File: config.mk
export PLATFORM = sky130hd
export DESIGN_NAME = cls_speed_ctrl
export DESIGN_NICKNAME = d
export VERILOG_FILES = /design/src/common/cls_pkg.sv /design/src/hw/cls_speed_ctrl.sv
export SDC_FILE = /design/constraint.sdc
export NUM_CORES = 2
export LEC_CHECK = 0
export BUFFER_PORTS_ARGS = -buffer_cell sky130_fd_sc_hd__buf_2
export CORE_UTILIZATION = 65
export DETAILED_ROUTE_END_ITERATION = 12
export PLACE_DENSITY_LB_ADDON = 0.15
export SLEW_MARGIN = 30
export SYNTH_ARGS = -nofsm -noshare
export SYNTH_HDL_FRONTEND = slang
export SYNTH_SLANG_ARGS = --single-unit
File: constraint.sdc
create_clock -name clk -period 12.3 [get_ports clk]
set_input_delay 2.46 -clock clk [delete_from_list [all_inputs] [get_ports clk]]
set_output_delay 2.46 -clock clk [all_outputs]
set_load 0.005 [all_outputs]
File: src/common/cls_pkg.sv
`default_nettype none
package cls_pkg;
  // ----------------------------------------
  // Clock and timing
  // ----------------------------------------
  localparam int CLK_NS       = 40;
  localparam int SPD_WIN_NS   = 100_000_000;
  localparam int SPD_WIN_CYC  = SPD_WIN_NS / CLK_NS;
  localparam int PW_STEP_NS   = 4000;
  localparam int PW_STEP_CYC  = PW_STEP_NS / CLK_NS;
  // One window count is 10 Hz, i.e. 100 units of 0.1 Hz
  localparam int MEAS_TO_DHZ  = 100;
  // ----------------------------------------
  // Register map (byte offsets)
  // ----------------------------------------
  localparam logic [3:0] ADR_CTRL  = 4'h0;
  localparam logic [3:0] ADR_CFG   = 4'h4;
  localparam logic [3:0] ADR_STAT  = 4'h8;
  localparam logic [3:0] ADR_SPEED = 4'hC;
  localparam logic [2:0]  CTRL_RST = 3'h0;
  localparam logic [20:0] CFG_RST  = 21'h000000;
  // ----------------------------------------
  // Speed scaling and thresholds
  // ----------------------------------------
  localparam int         FMAX_EXP   = 8;
  localparam logic [7:0] SS_STEP    = 8'h32;
  localparam logic [7:0] DUTY_10    = 8'h1A;
  localparam logic [7:0] DUTY_25    = 8'h40;
  localparam logic [7:0] DUTY_FULL  = 8'hFF;
  localparam logic [7:0] START_DUTY = 8'h40;
  localparam int         INT_SHIFT  = 10;
  localparam logic [1:0] LOS_HALF   = 2'h3;
  localparam logic [1:0] LOS_REPS   = 2'h2;
  localparam logic [1:0] START_COMM = 2'h2;
  // ----------------------------------------
  // Types
  // ----------------------------------------
  typedef enum logic [2:0] {
    CLS_BRAKE, CLS_COAST, CLS_START, CLS_RUN, CLS_LOS
  } cls_state_type;
  typedef struct packed {
    logic auto_restart_enable;
    logic brake_enable_bit;
    logic run;
  } cls_ctrl_type;
  typedef struct packed {
    logic [2:0] start_speed_select;
    logic [2:0] int_gain_select;
    logic [2:0] prop_gain_select;
    logic [4:0] bridge_period_select;
    logic [2:0] top_speed_select;
    logic [3:0] spare;
  } cls_cfg_type;
  typedef struct packed {
    logic        cyc;
    logic        stb;
    logic        we;
    logic [3:0]  adr;
    logic [3:0]  sel;
    logic [31:0] dat;
  } cls_wb_req_type;
  typedef struct packed {
    logic enable;
    logic pwm_on;
    logic brake;
  } cls_bridge_type;
endpackage : cls_pkg
`default_nettype wire

File: src/hw/cls_speed_ctrl.sv
`timescale 1ns/1ps
`default_nettype none
// What this block does
// - Demand is input duty times top speed
// - Top speed is 0.1*(2^(sel+8)-1) Hz
// - Compare demand to speed, adjust bridge duty
// - Bridge PWM period set by period select
// - Current limiter off time is one period
// - Limiter resumes on-state only when bridge duty asks for it
// - Separate proportional and integral gain fields
// - Inactive beyond two periods forces bridge off
// - One more period inactive brakes if enabled
// - After enable, brake held until duty above 10%
// - Brake enable cleared means never brake
// - Brake only from 0%, not running motor
// - After brake, 10-25% duty lets motor coast
// - Duty above 25% starts the motor
// - Ignore demand until two commutations after hold
// - Inactive input during start brakes if enabled, else coasts
// - Below quarter start speed, bridge off, coast
// - Fault low three periods, high three periods
// - Auto restart after two fault cycles
// - No restart: signal until duty<25% or stop
module cls_speed_ctrl
  import cls_pkg::*;
#(
  parameter int CW      = 24,
  parameter int SPD_WIN = SPD_WIN_CYC
) (
  input  wire logic           clk,
  input  wire logic           resetn,
  input  wire cls_wb_req_type wb_req,
  output logic                wb_ack,
  output logic [31:0]         wb_dat_o,
  input  wire logic           pwm_in,
  input  wire logic           ilim_in,
  input  wire logic           elec_cycle_tick,
  input  wire logic           commutation_tick,
  input  wire logic           hold_done,
  output logic                start_request,
  output cls_bridge_type      bridge,
  output logic                fault_output_low,
  output logic                fault_oe
);
  // ----------------------------------------
  // Registers and pin synchroniser
  // ----------------------------------------
  cls_ctrl_type  ctrl;       // Run, brake, restart
  cls_cfg_type   cfg;        // Speed and loop setup
  cls_state_type st;         // Motor state
  logic [1:0]    sync1;      // First stage only
  logic [1:0]    sync2;      // Safe copies
  logic          pwm_s;
  logic          ilim_s;
  logic          pwm_q;      // Edge history
  logic          rise;
  // Pins are asynchronous to clk
  always_ff @(posedge clk or negedge resetn) begin
    if (!resetn) begin
      sync1 <= 2'h0;
      sync2 <= 2'h0;
    end else begin
      sync1 <= {pwm_in, ilim_in};
      sync2 <= sync1;
    end
  end
  assign pwm_s  = sync2[1];
  assign ilim_s = sync2[0];
  assign rise   = pwm_s & ~pwm_q;
  // ----------------------------------------
  // Input duty measurement
  // ----------------------------------------
  logic [CW-1:0] per_cnt, next_per_cnt;   // Running period
  logic [CW-1:0] hi_cnt, next_hi_cnt;     // Running high
  logic [CW+1:0] lo_cnt, next_lo_cnt;     // Inactive time
  logic [CW-1:0] per, next_per;           // Last period
  logic [CW:0]   rem, next_rem;           // Divider rest
  logic [CW:0]   rem2;
  logic [7:0]    quo, next_quo;
  logic [3:0]    step, next_step;
  logic [7:0]    duty, next_duty;         // Input duty /256
  logic          idle;                    // Bridge forced off
  logic          brk_t, brk_q;            // Brake timeout
  logic          idle_evt;
  logic [CW+1:0] per2, per3;
  assign per2     = {1'b0, per, 1'b0};
  assign per3     = per2 + {2'b0, per};
  assign idle     = ~pwm_s && per != '0 && lo_cnt > per2;
  assign brk_t    = ~pwm_s && per != '0 && lo_cnt > per3;
  assign idle_evt = brk_t & ~brk_q;
  assign rem2     = {rem[CW-1:0], 1'b0};
  // Counters saturate so a stuck pin never wraps
  always_comb begin
    next_per_cnt = rise ? CW'(1) : per_cnt + CW'(~&per_cnt);
    next_hi_cnt  = rise ? CW'(1)
                 : hi_cnt + CW'(pwm_s & ~&hi_cnt);
    next_lo_cnt  = pwm_s ? '0 : lo_cnt + (CW+2)'(~&lo_cnt);
    next_per  = per;
    next_rem  = rem;
    next_quo  = quo;
    next_step = step;
    next_duty = duty;
    if (rise) begin
      next_per = per_cnt;
      if (hi_cnt >= per_cnt) begin
        next_duty = DUTY_FULL;
        next_step = 4'h0;
      end else begin
        next_rem  = {1'b0, hi_cnt};
        next_quo  = 8'h00;
        next_step = 4'h8;
      end
    end else if (step != 4'h0) begin
      // Restoring divide, one bit per cycle
      if (rem2 >= {1'b0, per}) begin
        next_rem = rem2 - {1'b0, per};
        next_quo = {quo[6:0], 1'b1};
      end else begin
        next_rem = rem2;
        next_quo = {quo[6:0], 1'b0};
      end
      next_step = step - 4'h1;
      if (step == 4'h1) begin
        next_duty = next_quo;
      end
    end
    if (idle) begin
      next_duty = 8'h00;                       // Input counts as 0%
    end
  end
  always_ff @(posedge clk or negedge resetn) begin
    if (!resetn) begin
      per_cnt <= '0;
      hi_cnt  <= '0;
      lo_cnt  <= '0;
      per     <= '0;
      rem     <= '0;
      quo     <= 8'h00;
      step    <= 4'h0;
      duty    <= 8'h00;
      pwm_q   <= 1'b0;
      brk_q   <= 1'b0;
    end else begin
      per_cnt <= next_per_cnt;
      hi_cnt  <= next_hi_cnt;
      lo_cnt  <= next_lo_cnt;
      per     <= next_per;
      rem     <= next_rem;
      quo     <= next_quo;
      step    <= next_step;
      duty    <= next_duty;
      pwm_q   <= pwm_s;
      brk_q   <= brk_t;
    end
  end
  // ----------------------------------------
  // Speed measurement and demand
  // ----------------------------------------
  logic [23:0] win, next_win;
  logic [11:0] ecnt, next_ecnt;   // Cycles this window
  logic [11:0] meas, next_meas;   // Cycles last window
  logic        win_tick;
  logic [15:0] fmax;
  logic [23:0] dprod;
  logic [15:0] demand;            // 0.1 Hz units
  logic [16:0] meas_dhz;
  logic [15:0] ss_dhz;
  logic        low_spd;
  assign win_tick = win == 24'(SPD_WIN - 1);
  // Exponent needs four bits: select plus eight reaches 15
  assign fmax = 16'((17'h1 << (4'(cfg.top_speed_select)
                + 4'(FMAX_EXP))) - 17'h1);
  assign dprod    = duty * fmax;
  assign demand   = dprod[23:8];
  assign meas_dhz = 17'(meas * MEAS_TO_DHZ);
  assign ss_dhz   = 16'((cfg.start_speed_select + 3'h1)
                    * SS_STEP);
  assign low_spd  = meas_dhz < {3'h0, ss_dhz[15:2]}
                 || demand < {2'h0, ss_dhz[15:2]};
  always_comb begin
    next_win  = win_tick ? '0 : win + 24'h1;
    next_ecnt = win_tick ? '0
              : ecnt + 12'(elec_cycle_tick & ~&ecnt);
    next_meas = win_tick ? ecnt : meas;
  end
  always_ff @(posedge clk or negedge resetn) begin
    if (!resetn) begin
      win  <= '0;
      ecnt <= '0;
      meas <= '0;
    end else begin
      win  <= next_win;
      ecnt <= next_ecnt;
      meas <= next_meas;
    end
  end
  // ----------------------------------------
  // Motor state sequencer
  // ----------------------------------------
  cls_state_type next_st;
  logic [1:0] comm, next_comm;     // Commutations after hold
  logic       held, next_held;
  logic [1:0] lcnt, next_lcnt;     // Periods in fault half
  logic       lph, next_lph;       // 0 = fault pin low
  logic [1:0] lrep, next_lrep;     // Full fault cycles
  logic       run_q;
  logic       may_brk;
  logic       restart;
  // Brake needs both bits, never without enable
  assign may_brk = ctrl.brake_enable_bit & ctrl.run;
  assign restart = ctrl.run & ctrl.auto_restart_enable
                 & duty > DUTY_25;
  always_comb begin
    next_st   = st;
    next_comm = comm;
    next_held = held;
    next_lcnt = lcnt;
    next_lph  = lph;
    next_lrep = lrep;
    case (st)
      CLS_BRAKE: begin
        if (!may_brk) begin
          next_st = CLS_COAST;
        end else if (duty > DUTY_25) begin
          next_st = CLS_START;
        end else if (duty >= DUTY_10) begin
          next_st = CLS_COAST;
        end
      end
      CLS_COAST: begin
        if (idle_evt && may_brk) begin
          next_st = CLS_BRAKE;
        end else if (ctrl.run && !run_q && may_brk
                     && duty < DUTY_10) begin
          next_st = CLS_BRAKE;
        end else if (ctrl.run && duty > DUTY_25) begin
          next_st = CLS_START;
        end
      end
      CLS_START: begin
        // Demand ignored until two commutations
        if (hold_done) begin
          next_held = 1'b1;
        end
        if (held && commutation_tick) begin
          next_comm = comm + 2'h1;
        end
        if (idle_evt) begin
          next_st = may_brk ? CLS_BRAKE : CLS_COAST;
        end else if (!ctrl.run) begin
          next_st = CLS_COAST;
        end else if (comm == START_COMM) begin
          next_st = CLS_RUN;
        end
      end
      CLS_RUN: begin
        if (idle_evt) begin
          next_st = may_brk ? CLS_BRAKE : CLS_COAST;
        end else if (!ctrl.run) begin
          next_st = CLS_COAST;
        end else if (win_tick && low_spd) begin
          next_st = CLS_LOS;
        end
      end
      CLS_LOS: begin
        if (rise) begin
          next_lcnt = lcnt + 2'h1;
          if (lcnt == LOS_HALF - 2'h1) begin
            next_lcnt = 2'h0;
            next_lph  = ~lph;
            if (lph) begin
              next_lrep = lrep + 2'h1;
            end
          end
        end
        if (idle_evt) begin
          next_st = may_brk ? CLS_BRAKE : CLS_COAST;
        end else if (ctrl.auto_restart_enable) begin
          if (!restart) begin
            next_st = CLS_COAST;
          end else if (next_lrep == LOS_REPS) begin
            next_st = CLS_START;
          end
        end else if (duty < DUTY_25 || !ctrl.run) begin
          next_st = CLS_COAST;
        end
      end
      default: next_st = CLS_COAST;
    endcase
    if (next_st != st) begin
      // Fresh counts on every state entry
      next_comm = 2'h0;
      next_held = 1'b0;
      next_lcnt = 2'h0;
      next_lph  = 1'b0;
      next_lrep = 2'h0;
    end
  end
  // Power-on lands in brake; it drops out unless enabled
  always_ff @(posedge clk or negedge resetn) begin
    if (!resetn) begin
      st    <= CLS_BRAKE;
      comm  <= 2'h0;
      held  <= 1'b0;
      lcnt  <= 2'h0;
      lph   <= 1'b0;
      lrep  <= 2'h0;
      run_q <= 1'b0;
    end else begin
      st    <= next_st;
      comm  <= next_comm;
      held  <= next_held;
      lcnt  <= next_lcnt;
      lph   <= next_lph;
      lrep  <= next_lrep;
      run_q <= ctrl.run;
    end
  end
  // ----------------------------------------
  // PI loop and bridge PWM
  // ----------------------------------------
  logic signed [17:0] err;
  logic signed [25:0] isum, osum;
  logic signed [25:0] integ, next_integ;
  logic [7:0]  bdu, next_bdu;      // Bridge duty /256
  logic [11:0] bper;               // Bridge period
  logic [11:0] bcnt, next_bcnt;
  logic [11:0] boff, next_boff;    // Limiter off time
  logic [19:0] bprod;
  logic        bcmp;
  assign err  = $signed({2'b0, demand})
              - $signed({1'b0, meas_dhz});
  assign isum = integ + 26'(err <<< cfg.int_gain_select);
  assign osum = (integ + 26'(err <<< cfg.prop_gain_select))
                >>> INT_SHIFT;
  assign bper = 12'((cfg.bridge_period_select + 5'h1)
              * PW_STEP_CYC);
  assign bprod = bdu * bper;
  assign bcmp  = bcnt < bprod[19:8];
  always_comb begin
    next_integ = integ;
    next_bdu   = bdu;
    next_bcnt  = (bcnt >= bper - 12'h1) ? '0
               : bcnt + 12'h1;
    next_boff  = boff;
    if (st == CLS_START) begin
      next_bdu   = START_DUTY;
      next_integ = 26'(START_DUTY) <<< INT_SHIFT;
    end else if (st == CLS_RUN) begin
      if (win_tick) begin
        next_integ = isum < 0 ? '0 : isum;
        next_bdu   = osum < 0 ? 8'h00
                   : osum > 26'(DUTY_FULL) ? DUTY_FULL
                   : osum[7:0];
      end
    end else begin
      next_bdu = 8'h00;
    end
    // Off time equals one bridge period
    if (boff != '0) begin
      next_boff = boff - 12'h1;
    end else if (ilim_s && bcmp) begin
      next_boff = bper;
    end
  end
  always_ff @(posedge clk or negedge resetn) begin
    if (!resetn) begin
      integ <= '0;
      bdu   <= 8'h00;
      bcnt  <= '0;
      boff  <= '0;
    end else begin
      integ <= next_integ;
      bdu   <= next_bdu;
      bcnt  <= next_bcnt;
      boff  <= next_boff;
    end
  end
  // Limiter only re-enters on-state when duty asks for it
  always_ff @(posedge clk or negedge resetn) begin
    if (!resetn) begin
      bridge           <= '0;
      fault_oe         <= 1'b0;
      start_request    <= 1'b0;
    end else begin
      bridge.enable <= (next_st == CLS_START
                     || next_st == CLS_RUN) && !idle;
      bridge.pwm_on <= bcmp && next_boff == '0
                     && !idle;
      bridge.brake  <= next_st == CLS_BRAKE;
      fault_oe      <= next_st == CLS_LOS
                     && !next_lph;
      start_request <= next_st == CLS_START
                     && st != CLS_START;
    end
  end
  assign fault_output_low = 1'b0;  // Open drain, pull only
  // ----------------------------------------
  // Wishbone slave
  // ----------------------------------------
  logic wb_hit;
  logic wb_wr;
  assign wb_hit = wb_req.cyc & wb_req.stb & ~wb_ack;
  // Write lands at the edge where the master sees ack
  assign wb_wr  = wb_req.cyc & wb_req.stb & wb_req.we & wb_ack;
  // One wait state; unmapped reads return zero
  always_ff @(posedge clk or negedge resetn) begin
    if (!resetn) begin
      wb_ack   <= 1'b0;
      wb_dat_o <= '0;
      ctrl     <= CTRL_RST;
      cfg      <= CFG_RST;
    end else begin
      wb_ack   <= wb_hit;
      wb_dat_o <= '0;
      if (wb_wr && wb_req.sel[0]) begin
        if (wb_req.adr == ADR_CTRL) begin
          ctrl <= wb_req.dat[2:0];
        end
      end
      if (wb_wr && wb_req.adr == ADR_CFG) begin
        if (wb_req.sel[0]) cfg[7:0]   <= wb_req.dat[7:0];
        if (wb_req.sel[1]) cfg[15:8]  <= wb_req.dat[15:8];
        if (wb_req.sel[2]) cfg[20:16] <= wb_req.dat[20:16];
      end
      if (wb_hit && !wb_req.we) begin
        case (wb_req.adr)
          ADR_CTRL:  wb_dat_o <= {29'h0, ctrl};
          ADR_CFG:   wb_dat_o <= {11'h0, cfg};
          ADR_STAT:  wb_dat_o <= {8'h0, bdu, duty,
                                  4'h0, fault_oe, st};
          ADR_SPEED: wb_dat_o <= {20'h0, meas};
          default:   wb_dat_o <= '0;
        endcase
      end
    end
  end
  // ----------------------------------------
  // Checks
  // ----------------------------------------
  idle_bridge_off_a: assert property (
    @(posedge clk) disable iff (!resetn)
    idle |=> !bridge.pwm_on && !bridge.enable)
    else $error("bridge driven while input idle");
  no_brake_dis_a: assert property (
    @(posedge clk) disable iff (!resetn)
    !ctrl.brake_enable_bit |=> !bridge.brake)
    else $error("brake with brake enable clear");
  start_abort_a: assert property (
    @(posedge clk) disable iff (!resetn)
    st == CLS_START && idle_evt && may_brk |=> st == CLS_BRAKE)
    else $error("start not aborted to brake");
  start_go_a: assert property (
    @(posedge clk) disable iff (!resetn)
    st == CLS_COAST && ctrl.run && duty > DUTY_25 && !idle_evt
    |=> st == CLS_START && start_request)
    else $error("start not initiated");
  start_hold_a: assert property (
    @(posedge clk) disable iff (!resetn)
    st == CLS_START && comm != START_COMM |=> st != CLS_RUN)
    else $error("run before two commutations");
  limit_off_a: assert property (
    @(posedge clk) disable iff (!resetn)
    $rose(boff != '0) |-> boff == bper)
    else $error("limiter off time wrong");
  los_coast_a: assert property (
    @(posedge clk) disable iff (!resetn)
    st == CLS_LOS |-> !bridge.enable)
    else $error("bridge on during sync loss");
  fault_stop_a: assert property (
    @(posedge clk) disable iff (!resetn)
    st == CLS_LOS && !ctrl.auto_restart_enable && !idle_evt
    && !ctrl.run |=> st == CLS_COAST ##1 !fault_oe)
    else $error("fault kept after run cleared");
endmodule : cls_speed_ctrl
`default_nettype wire

Yosys cells after proc, flatten, opt, wreduce, memory -nomap -nowiden
Index checks and enable logic that the tools add are counted.
{"block": "totals", "reg_bits": 327, "inputBits": 50, "output_inout_bits": 39, "elab_cells": 260}
{"block": "classes", "addsub": 21, "mul": 5, "n_lt_le_gt_ge": 15, "eq_ne": 20, "shifts": 3, "n_mux": 74, "n_bitwise": 16, "n_reduce_logical": 62}
{"cell": "$mux W24", "count": 8}
{"cell": "$mux W26", "count": 5}
{"cell": "$pmux W24 S4", "count": 1}
{"cell": "$mux W8", "count": 10}
{"cell": "$add A26 B26 Y26", "count": 2}
{"cell": "$sshl A18 B3 Y26", "count": 2}
{"cell": "$mux W3", "count": 17}
{"cell": "$add A24 B1 Y24", "count": 2}
{"cell": "$mux W12", "count": 4}
{"cell": "$reduce_and A24 Y1", "count": 2}
{"cell": "$add A25 B24 Y26", "count": 1}
{"cell": "$add A26 B1 Y26", "count": 1}
{"cell": "$gt A26 B25 Y1", "count": 1}
{"cell": "$gt A26 B26 Y1", "count": 1}
{"cell": "$gt A26 B8 Y1 const B", "count": 1}
{"cell": "$lt A26 B1 Y1 const B", "count": 1}
{"cell": "$mux W2", "count": 13}
{"cell": "$reduce_and A26 Y1", "count": 1}
{"cell": "$ge A25 B24 Y1", "count": 1}
{"cell": "$add A24 B1 Y24 const B", "count": 1}
{"cell": "$eq A24 B22 Y1 const B", "count": 1}
{"cell": "$ge A24 B24 Y1", "count": 1}
{"cell": "$mul A8 B16 Y24", "count": 1}
{"cell": "$reduce_bool A24 Y1", "count": 1}
{"cell": "56 further kinds", "count": 137}

Depth between registers and ports, before layout
{"block": "depth", "depth_word": 15, "ltp_mapped": 45, "ltp_nobuf": 43}

Worst setup path after synthesis
OpenSTA, ideal clock, no wires.
{"block": "synth_path", "kind": "register to register", "from": "reg cfg[6] (netlist bit)", "to": "reg integ[11]", "setup_ns": 0.083, "arrival_ns": 8.992, "required_ns": 12.217, "path_slack_ns": 3.225, "stages_incl_launch_ff": 41, "path_buffers": 3, "synth_period_minus_slack_ns": 9.075, "cell_sequence": "dfrtp_1 > clkbuf_1 > nor3_1 > nor2_1 > fa_1 > fa_1 > fa_1 > inv_1 > fa_1 > inv_1 > ha_1 > a211o_1 > o311ai_1 > a21oi_1 > nand2b_1 > a31o_2 > xnor2_1 > inv_1 > [... 5 more ...] > nor2_2 > inv_1 > buf_1 > nor2_1 > a21oi_1 > nor2_1 > a21oi_1 > ha_1 > a21o_1 > a21o_1 > a2111oi_0 > a21oi_1 > a41o_1 > o41ai_1 > xnor2_1 > nand2_1 > buf_2 > o21ai_0"}
{"block": "synth_between", "elab_chain_cells": 12}
{"item": "start: declaration", "line_no": "cls_speed_ctrl.sv:49", "rtl": "cls_cfg_type cfg;"}
{"item": "$add A3 B4 Y4 *", "line_no": "cls_speed_ctrl.sv:172", "rtl": "+ 4'(FMAX_EXP))) - 17'h1);"}
{"item": "$shl A1 B4 Y16 *", "line_no": "cls_speed_ctrl.sv:171", "rtl": "assign fmax = 16'((17'h1 << (4'(cfg.top_speed_select)"}
{"item": "$sub A16 B1 Y16 *", "line_no": "cls_speed_ctrl.sv:172"}
{"item": "$mul A8 B16 Y24 *", "line_no": "cls_speed_ctrl.sv:173", "rtl": "assign dprod = duty * fmax;"}
{"item": "$sub A16 B17 Y18 *", "line_no": "cls_speed_ctrl.sv:332", "rtl": "- $signed({1'b0, meas_dhz});"}
{"item": "$sshl A18 B3 Y26 *", "line_no": "cls_speed_ctrl.sv:333", "rtl": "assign isum = integ + 26'(err <<< cfg.int_gain_select);"}
{"item": "$add A26 B26 Y26 *", "line_no": "cls_speed_ctrl.sv:333"}
{"item": "$lt A26 B1 Y1", "line_no": "cls_speed_ctrl.sv:351", "rtl": "next_integ = isum < 0 ? '0 : isum;"}
{"item": "$mux W26 *", "line_no": "cls_speed_ctrl.sv:351"}
{"item": "$mux W26 *", "line_no": "cls_speed_ctrl.sv:350", "rtl": "if (win_tick) begin"}
{"item": "$mux W26 *", "line_no": "cls_speed_ctrl.sv:349", "rtl": "end else if (st == CLS_RUN) begin"}
{"item": "$mux W26 *", "line_no": "cls_speed_ctrl.sv:346", "rtl": "if (st == CLS_START) begin"}
{"item": "end signal: assignment", "line_no": "cls_speed_ctrl.sv:373", "rtl": "integ <= next_integ;"}
{"item": "end: declaration", "line_no": "cls_speed_ctrl.sv:324", "rtl": "logic signed [25:0] integ, next_integ;"}
Mark *: on every way between the ends. The rest lies on a longest branch, timed or not. The select of a mux whose other input is x is not followed.
A chain may end at the register's enable or synchronous reset.

Final worst setup path
{"block": "layout_path", "from": "reg cfg[5] (netlist bit)", "to": "reg integ[8]"}
Same word-level chain as after synthesis.

==> impl_metrics.csv <==
group,metric,value,unit
status,status,"complete, no violations",
placed_design,place_congestion,0.983,
sta,max_freq,0.0894,GHz
yosys,yosysWarnings,0,
yosys,muxShareOfSynthArea,0.0380,
clock_tree,cts_tree,"yes",
sta,setup_tns,0,ns
worst_setup_path,critPathMaxStageDelay,0.69,ns
drt,first_iter_violations,1813,
drt,vias_per_cell,6.12,
global_routing,grt_max_degree,110,
worst_setup_path,cpMaxStageDelayCell,"nor3_1",
clock_tree,cts.sinks,318,
sta,hold_viol_final,0,
drt,drc,0,
placed_design,port_buffers,67,
finish,drive_gt1_frac,0.0799,
floorplan,boundaryPins,89,
sta,fin_crit_sh,0.909,
sta,grt_setup_unrepaired,"false",
clock_tree,path_clk_slew,0.06,ns
finish,area_growth,7.59,%
job,maxCapViolations,0,
worst_setup_path,cp_max_fo,21,
finish,nNetsFinal,4072,
floorplan,core-area,0.0465,mm2
floorplan,fp.dieW,219,um
worst_setup_path,crit_path_end_kind,"register",
worst_setup_path,worst_ep_arrival_time,11.64,ns
drt,wl_met2,35800,um
clock_tree,numCtsBuffers,38,
yosys,synth-simple-area-share,0.180,
drt,drt_wl_total,78200,um
yosys,ys.flop_type,"dfrtp_1",
floorplan,die_h,219,um
yosys,syn_inst,3463,
drt,highest_layer,"met4",
global_routing,grt_pass1_wl,127000,um
yosys,synthAdderAreaFrac,0.244,
yosys,synth_top_family_by_area,"adder cells",
min_path,min_path_cells,0,
sta,slew_viol_final,0,
yosys,synth_compound_area_frac,0.151,
finish,nFillCells,3629,
worst_setup_path,cp-start-kind,"register",
global_routing,grt_pass1_vias,25200,
drt,met1Wirelength,34900,um
drt,wl_per_cell,18.9,um
drt,dr.pass1.iters,5,
sta,fin_crit,11.18,ns
min_path,min_from,"sync1[1]",
worst_setup_path,cp.required,12.75,ns
drt,vias,25300,
yosys,synthesis.area,0.0306,mm2
global_routing,gr-total-overflow,0,
floorplan,die-area,0.0479,mm2
min_path,hold_end,"sync2[1]",
yosys,synth_async_sr_flop_share,1.00,
worst_setup_path,r2r_end,"integ[8]",
worst_setup_path,regToRegSetupSlack,1.12,ns
worst_setup_path,worst-r2r-cell-count,38,
clock_tree,postCtsSetupRepairBufs,0,
clock_tree,clk-insertion-delay-late,0.57,ns
floorplan,rows,79,
yosys,synth_xor_area_frac,0.0717,
sta,fin_worst_skew,0.0165,ns
floorplan,start_util,0.658,
worst_setup_path,r2r-start,"cfg[5]",
global_routing,track_usage,0.331,
yosys,ys_seq_elements,318,
clock_tree,cts-root-buf,"clkbuf_16",
drt,ant_nets,0,
sta,setup_violations,0,
clock_tree,cts_hold_buffers,0,
worst_setup_path,critical_path_class,"reg -> reg",
clock_tree,htree_levels,2,
yosys,syn_area_per_cell,8.82,um2
yosys,synth.distinct_cells,103,
placed_design,hpwl,60700,um
drt,route.met3.wl,4750,um
global_routing,antenna_found_initial,0,
yosys,ys_seq_area_frac,0.260,
clock_tree,cts.repair.resized,0,
min_path,min_path_type,"reg -> reg",
worst_setup_path,critPathMostFrequentCell,"nor2_1",
clock_tree,cts_buffer_depth,3,
finish,n_antenna_cell,0,
sta,tightest_slew,1.03,ns
yosys,synth_edf_count,0,
sta,slew_headroom,0.293,
==> registers in the layout (all words and copies together), names as in the netlist, 12 cells and up <==
| name | cells |
|---|---|
| rem | 24 |
| cfg | 21 |
| wb_dat_o | 24 |
| ecnt | 12 |
| win | 24 |
| hi_cnt | 24 |
| meas | 12 |
| per_cnt | 24 |
| bcnt | 12 |
| per | 24 |
| boff | 12 |
| integ | 25 |
| lo_cnt | 26 |
==> metal layers <==
metal,global-route usage,vias up
met5,0,-
met4,0.124,0
met3,0.0349,165
met2,0.541,819
met1,0.456,12300
li1,-,12100
==> layout by cell type (no fill, tap or decap), drive strengths merged, types with 8 or more instances in the layout <==
cell     synthesis  final
or3             30     30
a31oi           23     23
a211oi          41     41
inv            320    324
o21ai          176    176
nor3            70     70
mux2i           53     53
a21oi          179    179
conb             2     18
a22oi           24     24
nand4           51     51
a2111oi         11     11
clkinv           1      8
o21a            35     35
and3            49     49
nor2b           50     50
o31ai           24     24
xor2           113    113
and4            14     14
mux2            54     54
nand2          316    316
or2             13     13
o211ai          11     11
buf             30     90
ha             390    390
clkbuf          76     49
nand2b          32     32
nand3           85     85
xnor2          137    137
o21bai          13     13
nor2           339    339
o22ai           12     12
nor3b           11     11
dfrtp          318    318
and2            39     39
fa             129    129
a21o            81     81
nor4            20     20
==> stage by stage <==
| stage | area (um2) | util | cells | setup WS [ns] | hold WS, ns |
|---|---|---|---|---|---|
| 2_1_floorplan | 30600 | - | 3479 | 3.23 | 0.331 |
| 3_3_place_gp | 31500 | 0.677 | 4068 | 1.65 | 0.334 |
| 3_5_place_dp | 31500 | 0.678 | 4069 | 1.43 | 0.343 |
| 4_1_cts | 32800 | 0.706 | 4136 | 1.33 | 0.355 |
| 5_1_grt | 32900 | 0.708 | 4137 | 0.359 | 0.357 |
| 6_report | 32900 | 0.708 | 4137 | 1.12 | 0.351 |
==> worst max path at each step <==
stage,start,to,slack [ns],cells past startpoint
2_1_floorplan,cfg[6],integ[11],3.23,40
3_3_place_gp,cfg[5],integ[23],1.65,38
3_5_place_dp,cfg[5],integ[9],1.43,38
4_1_cts,cfg[5],integ[8],1.33,38
5_1_grt,cfg[5],integ[23],0.36,38
6_report,cfg[5],integ[8],1.12,38
==> cells by family after synthesis <==
group | Yosys count
AO/OA/AOI/OAI | 702
buffers and inverters | 427
multiplexers | 108
adder cells (fa/ha/maj) | 519
flip-flops | 318
XOR/XNOR | 250
AND/OR/NAND/NOR | 1137
other | 2
==> Yosys cell counts, types with 32 or more instances <==
library cell,number,area share
ha_1,390,0.16
nor2_1,337,0.041
inv_1,319,0.039
dfrtp_1,318,0.26
nand2_1,316,0.039
a21oi_1,176,0.029
o21ai_0,153,0.025
xnor2_1,137,0.039
fa_1,129,0.085
xor2_1,113,0.032
nand3_1,85,0.014
a21o_1,81,0.020
clkbuf_1,76,0.0093
nor3_1,68,0.011
mux2_2,53,0.020
mux2i_1,53,0.017
nand4_1,50,0.010
nor2b_1,50,0.010
and3_1,48,0.0098
and2_1,39,0.0080
a211oi_1,38,0.0093
o21a_1,35,0.0086
nand2b_1,32,0.0066
==> layout make-up <==
cell class | instances | area, um2 | share of cell area
timing repair buffer | 90 | 569 | 0.0173
tap | 607 | 759 | 0.0231
inverter | 321 | 1200 | 0.0367
clock inverter | 18 | 228 | 0.00693
clock buffer | 49 | 1080 | 0.0330
sequential | 318 | 7960 | 0.242
multi-input combinational | 2734 | 21100 | 0.641
==> critical path: cells and delay by family, from the launching register on <==
family	cells	cell delay (ns)
compound gates	14	3.47
fa+ha+maj	7	3.04
simple gates	11	2.52
xor+xnor	3	0.93
flops	1	0.64
mux	1	0.31
buf+inv	2	0.12
Power is not shown: default switching activity piles up to over one toggle a cycle in this logic, so the estimate is an artifact.
